$ cat src/shared/apt_pkg.sv
// Purpose: Constants and types for the periodic tick timer.
// Assumes: Classic Wishbone, 32-bit data, byte registers in the low lane.
// Notes:   Byte address of a register is four times its index.

package apt_pkg;

	// ----------------------------------------
	// Register indices (byte address = 4 * index)
	// ----------------------------------------
	localparam logic [5:0] APT_IDX_CTRL   = 6'h12;
	localparam logic [5:0] APT_IDX_TRIM   = 6'h13;
	localparam logic [5:0] APT_IDX_RATE_H = 6'h14;
	localparam logic [5:0] APT_IDX_RATE_L = 6'h15;
	localparam logic [5:0] APT_IDX_TEST   = 6'h16;
	localparam logic [5:0] APT_IDX_STAT   = 6'h20;
	localparam logic [5:0] APT_IDX_MASK   = 6'h21;

	// ----------------------------------------
	// Field positions
	// ----------------------------------------
	localparam int APT_BIT_SRC  = 7;
	localparam int APT_BIT_WSEL = 4;
	localparam int APT_BIT_WEN  = 3;
	localparam int APT_BIT_EN   = 2;
	localparam int APT_BIT_IE   = 1;
	localparam int APT_BIT_FLAG = 0;
	localparam int APT_TRIM_LSB = 2;

	// ----------------------------------------
	// Reset values and counts
	// ----------------------------------------
	localparam logic [7:0]  APT_RST_CTRL = 8'h00;
	localparam logic [15:0] APT_RST_RATE = 16'h0000;
	localparam logic [5:0]  APT_RST_TRIM = 6'h00;
	localparam logic [7:0]  APT_RST_TEST = 8'h00;
	// Slow clock edges before the gate opens
	localparam logic [1:0]  APT_GATE_SYNC_EDGES = 2'h2;

	// Control register layout
	typedef struct packed {
		logic       src;
		logic [1:0] rsvd;
		logic       wsel;
		logic       wen;
		logic       en;
		logic       ie;
		logic       flag;
	} apt_ctrl_t;

endpackage : apt_pkg

$ cat src/design/apt_timer.sv
// Purpose: Autonomous periodic tick timer with Wishbone register access.
// Assumes: Slow RC clock arrives as a pin and is far slower than i_core_clk.
// Notes:   All state freezes while i_clk_en is low.

`timescale 1ns/1ps

// What this block does
// - Control bit 7 picks slow RC clock (0) or bus clock (1).
// - Source bit changes only while disabled, not by the enabling write.
// - Wave select 0: one-tick high pulse at each period end.
// - Wave select 1: pin toggles each timeout, clock of twice the period.
// - Waveform reaches pin only with external enable and timer enable set.
// - Timer enable bit 2 starts counting; clearing it disables the timer.
// - Interrupt enable bit 1 makes flag raise interrupt request.
// - Flag bit 0 sets on timeout; write one clears, zero keeps.
// - Trim register bits 7-2 hold six-bit signed slow clock trim.
// - Trim -32 slowest, 0 mid, +31 fastest, monotonic in signed value.
// - Trim loads from nonvolatile value after reset release.
// - Rate value bytes writable only while timer is disabled.
// - Period is 2*(rate+1) bus cycles or 2*(rate+1)*2 slow cycles.
// - Slow source: first timeout delayed one to two slow cycles.
// - At 20KHz slow clock rate 0 is 0.2 ms, FFFF 13107.2 ms.
// - Test register readable always, writable only in special mode.
module apt_timer
	import apt_pkg::*;
(
	input  wire logic        i_core_clk,
	input  wire logic        i_nrst,
	input  wire logic        i_clk_en,
	input  wire logic        i_wb_cyc,
	input  wire logic        i_wb_stb,
	input  wire logic        i_wb_we,
	input  wire logic [7:0]  i_wb_adr,
	input  wire logic [3:0]  i_wb_sel,
	input  wire logic [31:0] i_wb_dat,
	input  wire logic        i_slow_rc_clk,
	input  wire logic        i_special_mode,
	input  wire logic [5:0]  i_nvm_trim,
	output logic             o_wb_ack,
	output logic [31:0]      o_wb_dat,
	output logic             o_irq,
	output logic             o_periodic_wave_pin,
	output logic [5:0]       o_slow_osc_trim
);

	// ----------------------------------------
	// Helpers
	// ----------------------------------------

	// Word index match; low two address bits are ignored
	function automatic logic reg_hit(input logic [7:0] adr, input logic [5:0] idx);
		reg_hit = (adr[7:2] == idx);
	endfunction : reg_hit

	// ----------------------------------------
	// Declarations
	// ----------------------------------------
	apt_ctrl_t   ctrl_reg;
	logic [15:0] rate_reg;
	logic [5:0]  trim_reg;
	logic        trim_loaded_reg;
	logic [7:0]  test_reg;
	logic        ack_reg;
	logic [31:0] rdat_reg;
	logic        irq_reg;
	logic        pin_reg;
	logic        rc_s1_reg;
	logic        rc_s2_reg;
	logic        rc_s3_reg;
	logic        sm_s1_reg;
	logic        sm_s2_reg;
	logic [1:0]  gate_cnt_reg;
	logic        presc_reg;
	logic [16:0] cnt_reg;
	logic        pulse_reg;
	logic        toggle_reg;
	logic        wb_req;
	logic        wr_en;
	logic        wr_lane0;
	logic [7:0]  wbyte;
	logic        rc_rise;
	logic        gate_open;
	logic        tick;
	logic [16:0] cnt_last;
	logic        timeout;
	logic        flag_clr;
	logic [7:0]  rd_byte;

	// ----------------------------------------
	// Bus request decode
	// ----------------------------------------

	// New request only while no answer is pending
	assign wb_req   = i_wb_cyc & i_wb_stb & ~ack_reg;
	assign wr_en    = wb_req & i_wb_we & i_clk_en;
	// Byte registers live in lane 0 only
	assign wr_lane0 = wr_en & i_wb_sel[0];
	assign wbyte    = i_wb_dat[7:0];

	// ----------------------------------------
	// Input synchronisers
	// ----------------------------------------

	// Slow clock and mode pin are asynchronous to the core clock
	always_ff @(posedge i_core_clk or negedge i_nrst)
	begin
		if (!i_nrst)
		begin
			rc_s1_reg <= 1'b0;
			rc_s2_reg <= 1'b0;
			rc_s3_reg <= 1'b0;
			sm_s1_reg <= 1'b0;
			sm_s2_reg <= 1'b0;
		end
		else if (i_clk_en)
		begin
			rc_s1_reg <= i_slow_rc_clk;
			rc_s2_reg <= rc_s1_reg;
			rc_s3_reg <= rc_s2_reg;
			sm_s1_reg <= i_special_mode;
			sm_s2_reg <= sm_s1_reg;
		end
	end

	// Edge detect looks only past the first stage
	assign rc_rise = rc_s2_reg & ~rc_s3_reg;

	// ----------------------------------------
	// Tick generation
	// ----------------------------------------

	// Gate release waits for slow edges, like a synchronous clock gate
	always_ff @(posedge i_core_clk or negedge i_nrst)
	begin
		if (!i_nrst)
		begin
			gate_cnt_reg <= 2'h0;
		end
		else if (i_clk_en)
		begin
			if (!ctrl_reg.en || ctrl_reg.src)
			begin
				gate_cnt_reg <= 2'h0;
			end
			else if (rc_rise && !gate_open)
			begin
				gate_cnt_reg <= gate_cnt_reg + 2'h1;
			end
		end
	end

	assign gate_open = (gate_cnt_reg == APT_GATE_SYNC_EDGES);

	// Halves the slow clock; each tick is two slow periods
	always_ff @(posedge i_core_clk or negedge i_nrst)
	begin
		if (!i_nrst)
		begin
			presc_reg <= 1'b0;
		end
		else if (i_clk_en)
		begin
			if (!ctrl_reg.en || !gate_open)
			begin
				presc_reg <= 1'b0;
			end
			else if (rc_rise)
			begin
				presc_reg <= ~presc_reg;
			end
		end
	end

	// Bus source ticks every enabled cycle
	assign tick = ctrl_reg.en & (ctrl_reg.src | (gate_open & rc_rise & presc_reg));

	// ----------------------------------------
	// Period counter
	// ----------------------------------------

	// Last count of 2*(rate+1) ticks; also gives the table's periods at 20KHz
	assign cnt_last = {rate_reg, 1'b1};
	assign timeout  = tick & (cnt_reg == cnt_last);

	always_ff @(posedge i_core_clk or negedge i_nrst)
	begin
		if (!i_nrst)
		begin
			cnt_reg <= 17'h00000;
		end
		else if (i_clk_en)
		begin
			if (!ctrl_reg.en)
			begin
				cnt_reg <= 17'h00000;
			end
			else if (timeout)
			begin
				cnt_reg <= 17'h00000;
			end
			else if (tick)
			begin
				cnt_reg <= cnt_reg + 17'h00001;
			end
		end
	end

	// ----------------------------------------
	// Waveforms
	// ----------------------------------------

	// Pulse lasts one tick, half the minimum period
	always_ff @(posedge i_core_clk or negedge i_nrst)
	begin
		if (!i_nrst)
		begin
			pulse_reg <= 1'b0;
		end
		else if (i_clk_en)
		begin
			if (!ctrl_reg.en)
			begin
				pulse_reg <= 1'b0;
			end
			else if (timeout)
			begin
				pulse_reg <= 1'b1;
			end
			else if (tick)
			begin
				pulse_reg <= 1'b0;
			end
		end
	end

	// Toggle gives a clock of twice the period
	always_ff @(posedge i_core_clk or negedge i_nrst)
	begin
		if (!i_nrst)
		begin
			toggle_reg <= 1'b0;
		end
		else if (i_clk_en)
		begin
			if (!ctrl_reg.en)
			begin
				toggle_reg <= 1'b0;
			end
			else if (timeout)
			begin
				toggle_reg <= ~toggle_reg;
			end
		end
	end

	// Pin follows the waveform one cycle later
	always_ff @(posedge i_core_clk or negedge i_nrst)
	begin
		if (!i_nrst)
		begin
			pin_reg <= 1'b0;
		end
		else if (i_clk_en)
		begin
			pin_reg <= ctrl_reg.en & ctrl_reg.wen & (ctrl_reg.wsel ? toggle_reg : pulse_reg);
		end
	end

	// ----------------------------------------
	// Control register
	// ----------------------------------------

	// Flag clear comes from control or status register
	assign flag_clr = wr_lane0 & wbyte[APT_BIT_FLAG]
		& (reg_hit(i_wb_adr, APT_IDX_CTRL) | reg_hit(i_wb_adr, APT_IDX_STAT));

	always_ff @(posedge i_core_clk or negedge i_nrst)
	begin
		if (!i_nrst)
		begin
			ctrl_reg <= apt_ctrl_t'(APT_RST_CTRL);
		end
		else if (i_clk_en)
		begin
			if (wr_lane0 && reg_hit(i_wb_adr, APT_IDX_CTRL))
			begin
				// Source may not move under a running counter
				if (!ctrl_reg.en && !wbyte[APT_BIT_EN])
				begin
					ctrl_reg.src <= wbyte[APT_BIT_SRC];
				end
				ctrl_reg.wsel <= wbyte[APT_BIT_WSEL];
				ctrl_reg.wen  <= wbyte[APT_BIT_WEN];
				ctrl_reg.en   <= wbyte[APT_BIT_EN];
				ctrl_reg.ie   <= wbyte[APT_BIT_IE];
			end
			else if (wr_lane0 && reg_hit(i_wb_adr, APT_IDX_MASK))
			begin
				ctrl_reg.ie <= wbyte[APT_BIT_FLAG];
			end
			// A timeout in the clearing cycle still sets the flag
			if (timeout)
			begin
				ctrl_reg.flag <= 1'b1;
			end
			else if (flag_clr)
			begin
				ctrl_reg.flag <= 1'b0;
			end
		end
	end

	// ----------------------------------------
	// Rate, trim and test registers
	// ----------------------------------------

	// Rate is frozen while running so the count stays consistent
	always_ff @(posedge i_core_clk or negedge i_nrst)
	begin
		if (!i_nrst)
		begin
			rate_reg <= APT_RST_RATE;
		end
		else if (i_clk_en && wr_lane0 && !ctrl_reg.en)
		begin
			if (reg_hit(i_wb_adr, APT_IDX_RATE_H))
			begin
				rate_reg[15:8] <= wbyte;
			end
			if (reg_hit(i_wb_adr, APT_IDX_RATE_L))
			begin
				rate_reg[7:0] <= wbyte;
			end
		end
	end

	// Trim is signed: the oscillator reads it as -32..+31
	always_ff @(posedge i_core_clk or negedge i_nrst)
	begin
		if (!i_nrst)
		begin
			trim_reg        <= APT_RST_TRIM;
			trim_loaded_reg <= 1'b0;
		end
		else if (i_clk_en)
		begin
			if (!trim_loaded_reg)
			begin
				trim_reg        <= i_nvm_trim;
				trim_loaded_reg <= 1'b1;
			end
			else if (wr_lane0 && reg_hit(i_wb_adr, APT_IDX_TRIM))
			begin
				trim_reg <= wbyte[7:APT_TRIM_LSB];
			end
		end
	end

	// Factory test byte has no effect on the timer
	always_ff @(posedge i_core_clk or negedge i_nrst)
	begin
		if (!i_nrst)
		begin
			test_reg <= APT_RST_TEST;
		end
		else if (i_clk_en && wr_lane0 && sm_s2_reg && reg_hit(i_wb_adr, APT_IDX_TEST))
		begin
			test_reg <= wbyte;
		end
	end

	// ----------------------------------------
	// Read mux
	// ----------------------------------------

	// Unmapped addresses read as zero
	always_comb
	begin
		rd_byte = 8'h00;
		if (reg_hit(i_wb_adr, APT_IDX_CTRL))
		begin
			rd_byte = {ctrl_reg.src, 2'b00, ctrl_reg.wsel, ctrl_reg.wen,
				ctrl_reg.en, ctrl_reg.ie, ctrl_reg.flag};
		end
		else if (reg_hit(i_wb_adr, APT_IDX_TRIM))
		begin
			rd_byte = {trim_reg, 2'b00};
		end
		else if (reg_hit(i_wb_adr, APT_IDX_RATE_H))
		begin
			rd_byte = rate_reg[15:8];
		end
		else if (reg_hit(i_wb_adr, APT_IDX_RATE_L))
		begin
			rd_byte = rate_reg[7:0];
		end
		else if (reg_hit(i_wb_adr, APT_IDX_TEST))
		begin
			rd_byte = test_reg;
		end
		else if (reg_hit(i_wb_adr, APT_IDX_STAT))
		begin
			rd_byte = {7'h00, ctrl_reg.flag};
		end
		else if (reg_hit(i_wb_adr, APT_IDX_MASK))
		begin
			rd_byte = {7'h00, ctrl_reg.ie};
		end
	end

	// ----------------------------------------
	// Bus answer
	// ----------------------------------------

	// One wait state; ack drops the cycle after it is given
	always_ff @(posedge i_core_clk or negedge i_nrst)
	begin
		if (!i_nrst)
		begin
			ack_reg  <= 1'b0;
			rdat_reg <= 32'h00000000;
		end
		else if (i_clk_en)
		begin
			ack_reg <= wb_req;
			if (wb_req && !i_wb_we)
			begin
				rdat_reg <= {24'h000000, rd_byte};
			end
		end
	end

	// ----------------------------------------
	// Interrupt
	// ----------------------------------------

	// Registered, so it trails the flag by one cycle
	always_ff @(posedge i_core_clk or negedge i_nrst)
	begin
		if (!i_nrst)
		begin
			irq_reg <= 1'b0;
		end
		else if (i_clk_en)
		begin
			irq_reg <= ctrl_reg.flag & ctrl_reg.ie;
		end
	end

	// ----------------------------------------
	// Outputs
	// ----------------------------------------
	assign o_wb_ack            = ack_reg;
	assign o_wb_dat            = rdat_reg;
	assign o_irq               = irq_reg;
	assign o_periodic_wave_pin = pin_reg;
	assign o_slow_osc_trim     = trim_reg;

endmodule : apt_timer

$ cat config.mk
export PLATFORM = sky130hd
export DESIGN_NAME = apt_timer
export DESIGN_NICKNAME = d
export VERILOG_FILES = /design/src/shared/apt_pkg.sv /design/src/design/apt_timer.sv
export SDC_FILE = /design/constraint.sdc
export NUM_CORES = 1
export LEC_CHECK = 0
export BUFFER_PORTS_ARGS = -buffer_cell sky130_fd_sc_hd__buf_4
export CORE_MARGIN = 2
export CORE_UTILIZATION = 48
export CTS_CLUSTER_SIZE = 28
export DETAILED_ROUTE_END_ITERATION = 10
export MAX_ROUTING_LAYER = met4
export PLACE_DENSITY = 0.79
export SLEW_MARGIN = 15
export SYNTH_ARGS = -nofsm -noshare
export SYNTH_HDL_FRONTEND = slang
export SYNTH_SLANG_ARGS = --single-unit
$ cat constraint.sdc
create_clock -name i_core_clk -period 2 [get_ports i_core_clk]
set_input_delay 0.2 -clock i_core_clk [delete_from_list [all_inputs] [get_ports i_core_clk]]
set_output_delay 0.2 -clock i_core_clk [all_outputs]
set_load 0.01 [all_outputs]
==> impl_metrics.toml, run 1 <==
[detailed_routing]
dr_wl_met2_um = 4575
routed_wirelength_um = 9068
drc = 0
top_layer = "met4"
dr.pass1.iters = 4
wire_per_inst_um = 16.52
ant_nets = 0
wl_met3_um = 483
num_vias = 2995
drt_iter0_drc = 161
vias_per_cell = 5.455
drt-met1-wl_um = 3936

[grt]
grt_pass1_wl_um = 14980
grt_util_all_layers_pct = 22.29
antenna_found_initial = 0
grt_pass1_vias = 3007
grt_max_degree = 39
grt-ovfl-total = 0

[yosys]
synth_compound_area_share_pct = 9.880
ys.warnings.count = 0
synth_cell_types = 45
synth-simple-area-share_pct = 13.29
synth_xor_area_share_pct = 6.408
synthesis.area_um2 = 3964
synth-seq-cells = 75
synthMuxAreaShare_pct = 15.44
synthCells = 376
synth_fa_ha_area_share_pct = 0.6313
synthArstFlopShare_pct = 100.0
synth_area_per_cell_um2 = 10.54
ys_seq_area_share_pct = 47.35
synth-main-ff-cell = "dfrtp_1"
synth_top_family_by_area = "multiplexers"
synth_edf_count = 0

[worst_setup_path]
start_kind = "flop"
rrSetupSlack_ns = -0.11
critPathCaptureType = "flop"
crit_type = "reg2reg"
worst_ep_required_time_ns = 2.23
arrival_ns = 2.34
cp_max_fo = 8

[final_layout]
final_core_util_pct = 58.38
nets = 499
area.growth.synth_to_final_pct = 19.19
antenna_cells = 0
largest_reg_flops = 17
fill_cells = 669
layout_commonest_cell = "dfrtp_1"
finalNonFillerCells = 549
final_cell_mix = "75 x dfrtp_1, 63 x buf_4, 30 x nor2_1"
drive_gt1_share_pct = 28.38

[clock_network]
clk_latency_ns = 0.34
cts_buffers = 9
cts_tree = "yes"
clock_sinks = 75
htreeDepth = 3
clock_path_buffers = 2
clk_root_buffer_cell = "clkbuf_8"
clk_pin_slew_worst_paths_ns = 0.08

[sta]
rsz0062_at_grt = "true"
max_clock_freq_mhz = 472.9
drv_slew = 0
fin_ws_ns = -0.1146
clock_skew_ns = 0.008520
worst_slew_pin_slew_ns = 0.5183
fin_crit_sh_pct = 105.7
fin_crit_ns = 2.115
slew_headroom_pct = 65.38
final-hold-violation-count = 0
finalSetupViolations = 16

[pwr]
power_density_nw_per_um2 = 692.4
vdd.ir_drop.worst_uv = 341.0
power.leakage_nw = 2.330

[floorplanning]
die-area_um2 = 9001
core_um2 = 8093
io_pins = 99
fp.dieH_um = 94.88
die_w_um = 94.88
placementRows = 33
start_util_pct = 48.98

[run]
drv_cap = 0

[hold_path]
min_path_type = "in2reg"

[place]
port_buffers = 45
dp.cells = 530
hpwl_um = 6586
gp_congestion = 0.8678

[outcome]
violations = "setup timing"
status = "finished, violations left"
==> stage by stage <==
| stage | setup slack (ns) | hold WS [ns] | power [mW] | instance area (um2) | setup TNS (ns) |
|---|---|---|---|---|---|
| floorplan | -0.08876 | -0.09559 | 1.895 | 4050 | -1.201 |
| global placement | -0.1406 | 0.1975 | 2.087 | 4451 | -1.815 |
| detailed placement | -0.1912 | 0.2013 | 2.106 | 4451 | -2.495 |
| CTS | -0.1400 | 0.08243 | 3.292 | 4676 | -1.729 |
| global route | -0.2055 | 0.08169 | 3.415 | 4725 | -2.712 |
| finish | -0.1146 | 0.09519 | 3.271 | 4725 | -1.381 |
==> worst paths after layout <==
kind                                start                 end  cells after the start
max reg2reg                      o_wb_ack        rate_reg[13]                      7
max in group asynchronous          i_nrst        rate_reg[10]                      3
min reg2reg                     pulse_reg           pulse_reg                      2
max                              o_wb_ack        rate_reg[13]                      7
min in group asynchronous          i_nrst  o_slow_osc_trim[3]                      2
min                        i_special_mode           sm_s1_reg                      2
==> metal layers <==
layer / vias up / global-route usage, %
li1: 1407 / -
met1: 1484 / 27.80
met2: 98 / 37.65
met3: 6 / 5.108
met4: 0 / 4.106
met5: - / -
==> critical path, cell delays in order (launching register included) <==
cell and delay, ns:
dfrtp_1 0.39, nand4b_1 0.21, or2_1 0.28, or4_4 0.43
buf_6 0.13, nor2_4 0.09, buf_12 0.13, mux2_2 0.33
==> logic make-up (layout without fill, tap and decap cells) <==
kind of cell / count (synthesis) / in the layout
flops: 75 / 75
simple gates: 106 / 106
mux: 54 / 54
compound gates: 62 / 62
fa+ha+maj: 2 / 2
xor+xnor: 29 / 29
buf+inv: 47 / 92
other cells: 1 / 24
==> cells in the mapped netlist (5+ instances only) <==
master | n | share of area (%)
mux2_4 | 8 | 3.0
buf_4 | 24 | 4.5
a21oi_1 | 17 | 2.1
clkbuf_1 | 12 | 1.1
o21a_1 | 5 | 0.95
xor2_1 | 22 | 4.9
xnor2_1 | 7 | 1.5
nand3_1 | 11 | 1.4
mux2i_1 | 21 | 5.3
dfrtp_1 | 75 | 47
nand2_1 | 27 | 2.6
o21ai_0 | 17 | 2.1
mux2_2 | 25 | 7.1
inv_1 | 8 | 0.76
nand4_1 | 6 | 0.95
nor2_1 | 30 | 2.8
a31oi_1 | 6 | 0.95
==> timing repair <==
item,CTS,global route
resized for setup,4,10
gates cloned,0,1
endpoints found under the hold margin,37,0
setup buffers,0,1
hold buffers,1,0
pin swaps,1,3
endpoints found under the setup margin,16,32
==> final cells by class <==
cell class              count  area [um2]  area share, %
multi-input cells         277        1943          41.13
flip-flops and latches     75        1877          39.72
repair buffers             68       539.3          11.41
clock buffers              12       155.1          3.284
well taps                 105       131.4          2.781
clock inverters             4       48.80          1.033
inverters                   8       30.03         0.6356
==> where the power goes <==
part           switching, mW  total, mW  internal, mW
Sequential            0.0606       1.66          1.59
Combinational          0.223      0.426         0.203
Clock                  0.547       1.19         0.643
Power figures use the tool's default switching activity.
==> run 2: changes to the inputs <==
- CORE_ASPECT_RATIO: not set -> 0.5
- CORE_UTILIZATION: 48 -> 58
- PLACE_DENSITY: 0.79 -> 0.89
- SETUP_SLACK_MARGIN: not set -> 0.2
- clock period: 2 -> 2.5 ns (I/O delays scaled with it)
==> run 2 against run 1 <==
Effect of this change:
- the run now ends clean
- cell count shrank 5.3%
- via count grew 4.5%
- clock power about the same
- final area down 2.6%
- global-route usage grew 5.1 points
- maximum frequency down 2.6%
- routed wire length up 3.7%
- first-iteration DRC count grew 110%
- die area decreased by 16%
- sequential share of layout area increased by 1.1 points
- combinational power fell by 24%
- critical path depth shrank 2
- critical path type unchanged
==> impl_metrics.toml, run 2 (synthesized netlist as in run 1, its figures left out) <==
[worst_setup_path]
cp_slowest_cell = "or4_4"
path_delay_family = "simple AND/OR/NAND/NOR gates"
cp.depth = 5
critPathCaptureType = "flop"
arrival_ns = 2.38
rrSetupSlack_ns = 0.33
critPathMaxStageDelay_ns = 0.44
crit_start = "o_wb_ack"
r2r_start = "o_wb_ack"
reg2reg_depth = 5
start_kind = "flop"
crit_path_end = "rate_reg[2]"
crit_type = "reg2reg"
r2r-end = "rate_reg[2]"
cp_max_fo = 8
cp_num_buf_inv = 0
crit_path_cell_trace = "nand4b_1 > or2_1 > or4_4 > or2_4 > mux2_4"
worst_ep_required_time_ns = 2.71

[final_layout]
layout_commonest_cell = "dfrtp_1"
nets = 484
area.growth.synth_to_final_pct = 16.07
antenna_cells = 0
final_cell_mix = "75 x dfrtp_1, 53 x buf_4, 30 x nor2_1"
drive_gt1_share_pct = 24.77
final_core_util_pct = 69.21
finalNonFillerCells = 520
largest_reg_flops = 17

[place]
dp.cells = 505
gp_congestion = 0.8554
port_buffers = 45
hpwl_um = 6354

[floorplanning]
die_w_um = 120.9
core_um2 = 6648
placementRows = 21
start_util_pct = 59.63
io_pins = 99
fp.dieH_um = 62.46
die-area_um2 = 7551

[sta]
final-hold-violation-count = 0
whs_ns = 0.05356
tns_ns = 0
max_clock_freq_mhz = 460.8
drv_slew = 0
fin_crit_ns = 2.170
clock_skew_ns = 0.008630
worst_slew_pin_slew_ns = 0.9210
finalSetupViolations = 0
fin_crit_sh_pct = 86.81
slew_headroom_pct = 38.60
rsz0062_at_grt = "false"

[detailed_routing]
num_vias = 3131
routed_wirelength_um = 9406
vias_per_cell = 6.021
drt_iter0_drc = 334
ant_nets = 0
wire_per_inst_um = 18.09
drc = 0
dr.pass1.iters = 5

[pwr]
p_sw_mw = 0.7032
p_clk_share_pct = 42.1
vdd.ir_drop.worst_uv = 333.0
p_total_mw = 2.851
pwr-share-seq_pct = 46.5
p_int_mw = 2.147
power_density_nw_per_um2 = 619.6
power.leakage_nw = 2.279
switching_share_pct = 24.67
combinationalPowerShare_pct = 11.4

[grt]
grt_pass1_vias = 3104
grt_pass1_wl_um = 15570
grt_util_all_layers_pct = 27.40
antenna_found_initial = 0
grt_max_degree = 76
grt-ovfl-total = 0

[hold_path]
min_path_type = "in2async"

[run]
drv_cap = 0

[clock_network]
clk_pin_slew_worst_paths_ns = 0.06
clk_latency_ns = 0.33
cts_hold_buffers = 0
htreeDepth = 3
clk_root_buffer_cell = "clkbuf_16"
clock_path_buffers = 2
cts_buffers = 9
clock_sinks = 75
cts_tree = "yes"
postCtsSetupBuffers = 0

[outcome]
status = "completed"
## run 2: cell types whose count changed in the layout (fill, tap and decap cells not counted), sizes merged
cell	change
dlygate4sd3	-1
buf	-14
bufinv	-1
clkbuf	-1
clkinvlp	+1
## run 2: final cells by class
class	count	area [um2]
repair buffers	53	397.9
well taps	92	115.1
clock buffers	11	252.7
inverters	8	30.03
fillers	441	2047
multi-input cells	277	1902
clock inverters	4	26.28
flip-flops and latches	75	1877
## run 2: how the worst min path moves through the flow
stage	endpoint	slack, ns	depth (start not counted)
floorplan	cnt_reg[0]	-0.05	0
global placement	rc_s1_reg	0.44	1
detailed placement	rc_s1_reg	0.44	1
CTS	rc_s1_reg	0.1	1
global route	gate_cnt_reg[1]	0.13	1
finish	rc_s1_reg	0.05	1
## run 2: timing repair
item                                    in CTS  in global routing
gates resized for setup                      1                  1
endpoints found under the setup margin       8                  8
pin swaps                                    0                  0
## run 2: through the flow
stage	instance area [um2]	setup slack [ns]
after detailed placement	4319	0.1948
after CTS	4598	0.2107
final	4601	0.3298
after floorplan	4050	0.3936
after global routing	4601	0.2180
after global placement	4319	0.2598
## run 2: power groups by stage
stage | logic, mW | clock network, mW | registers [mW]
after floorplan | 0.160 | 0 | 1.36
after global placement | 0.313 | 0 | 1.34
after detailed placement | 0.323 | 0 | 1.34
after CTS | 0.326 | 1.20 | 1.33
after global routing | 0.357 | 1.26 | 1.33
final | 0.325 | 1.20 | 1.33
## run 2: routing by layer
metal | GRT usage (%) | wire [um]
met2 | 42.42 | 4478
met4 | 7.267 | 172
met3 | 8.577 | 963
met1 | 35.33 | 3792
met5 | - | 0
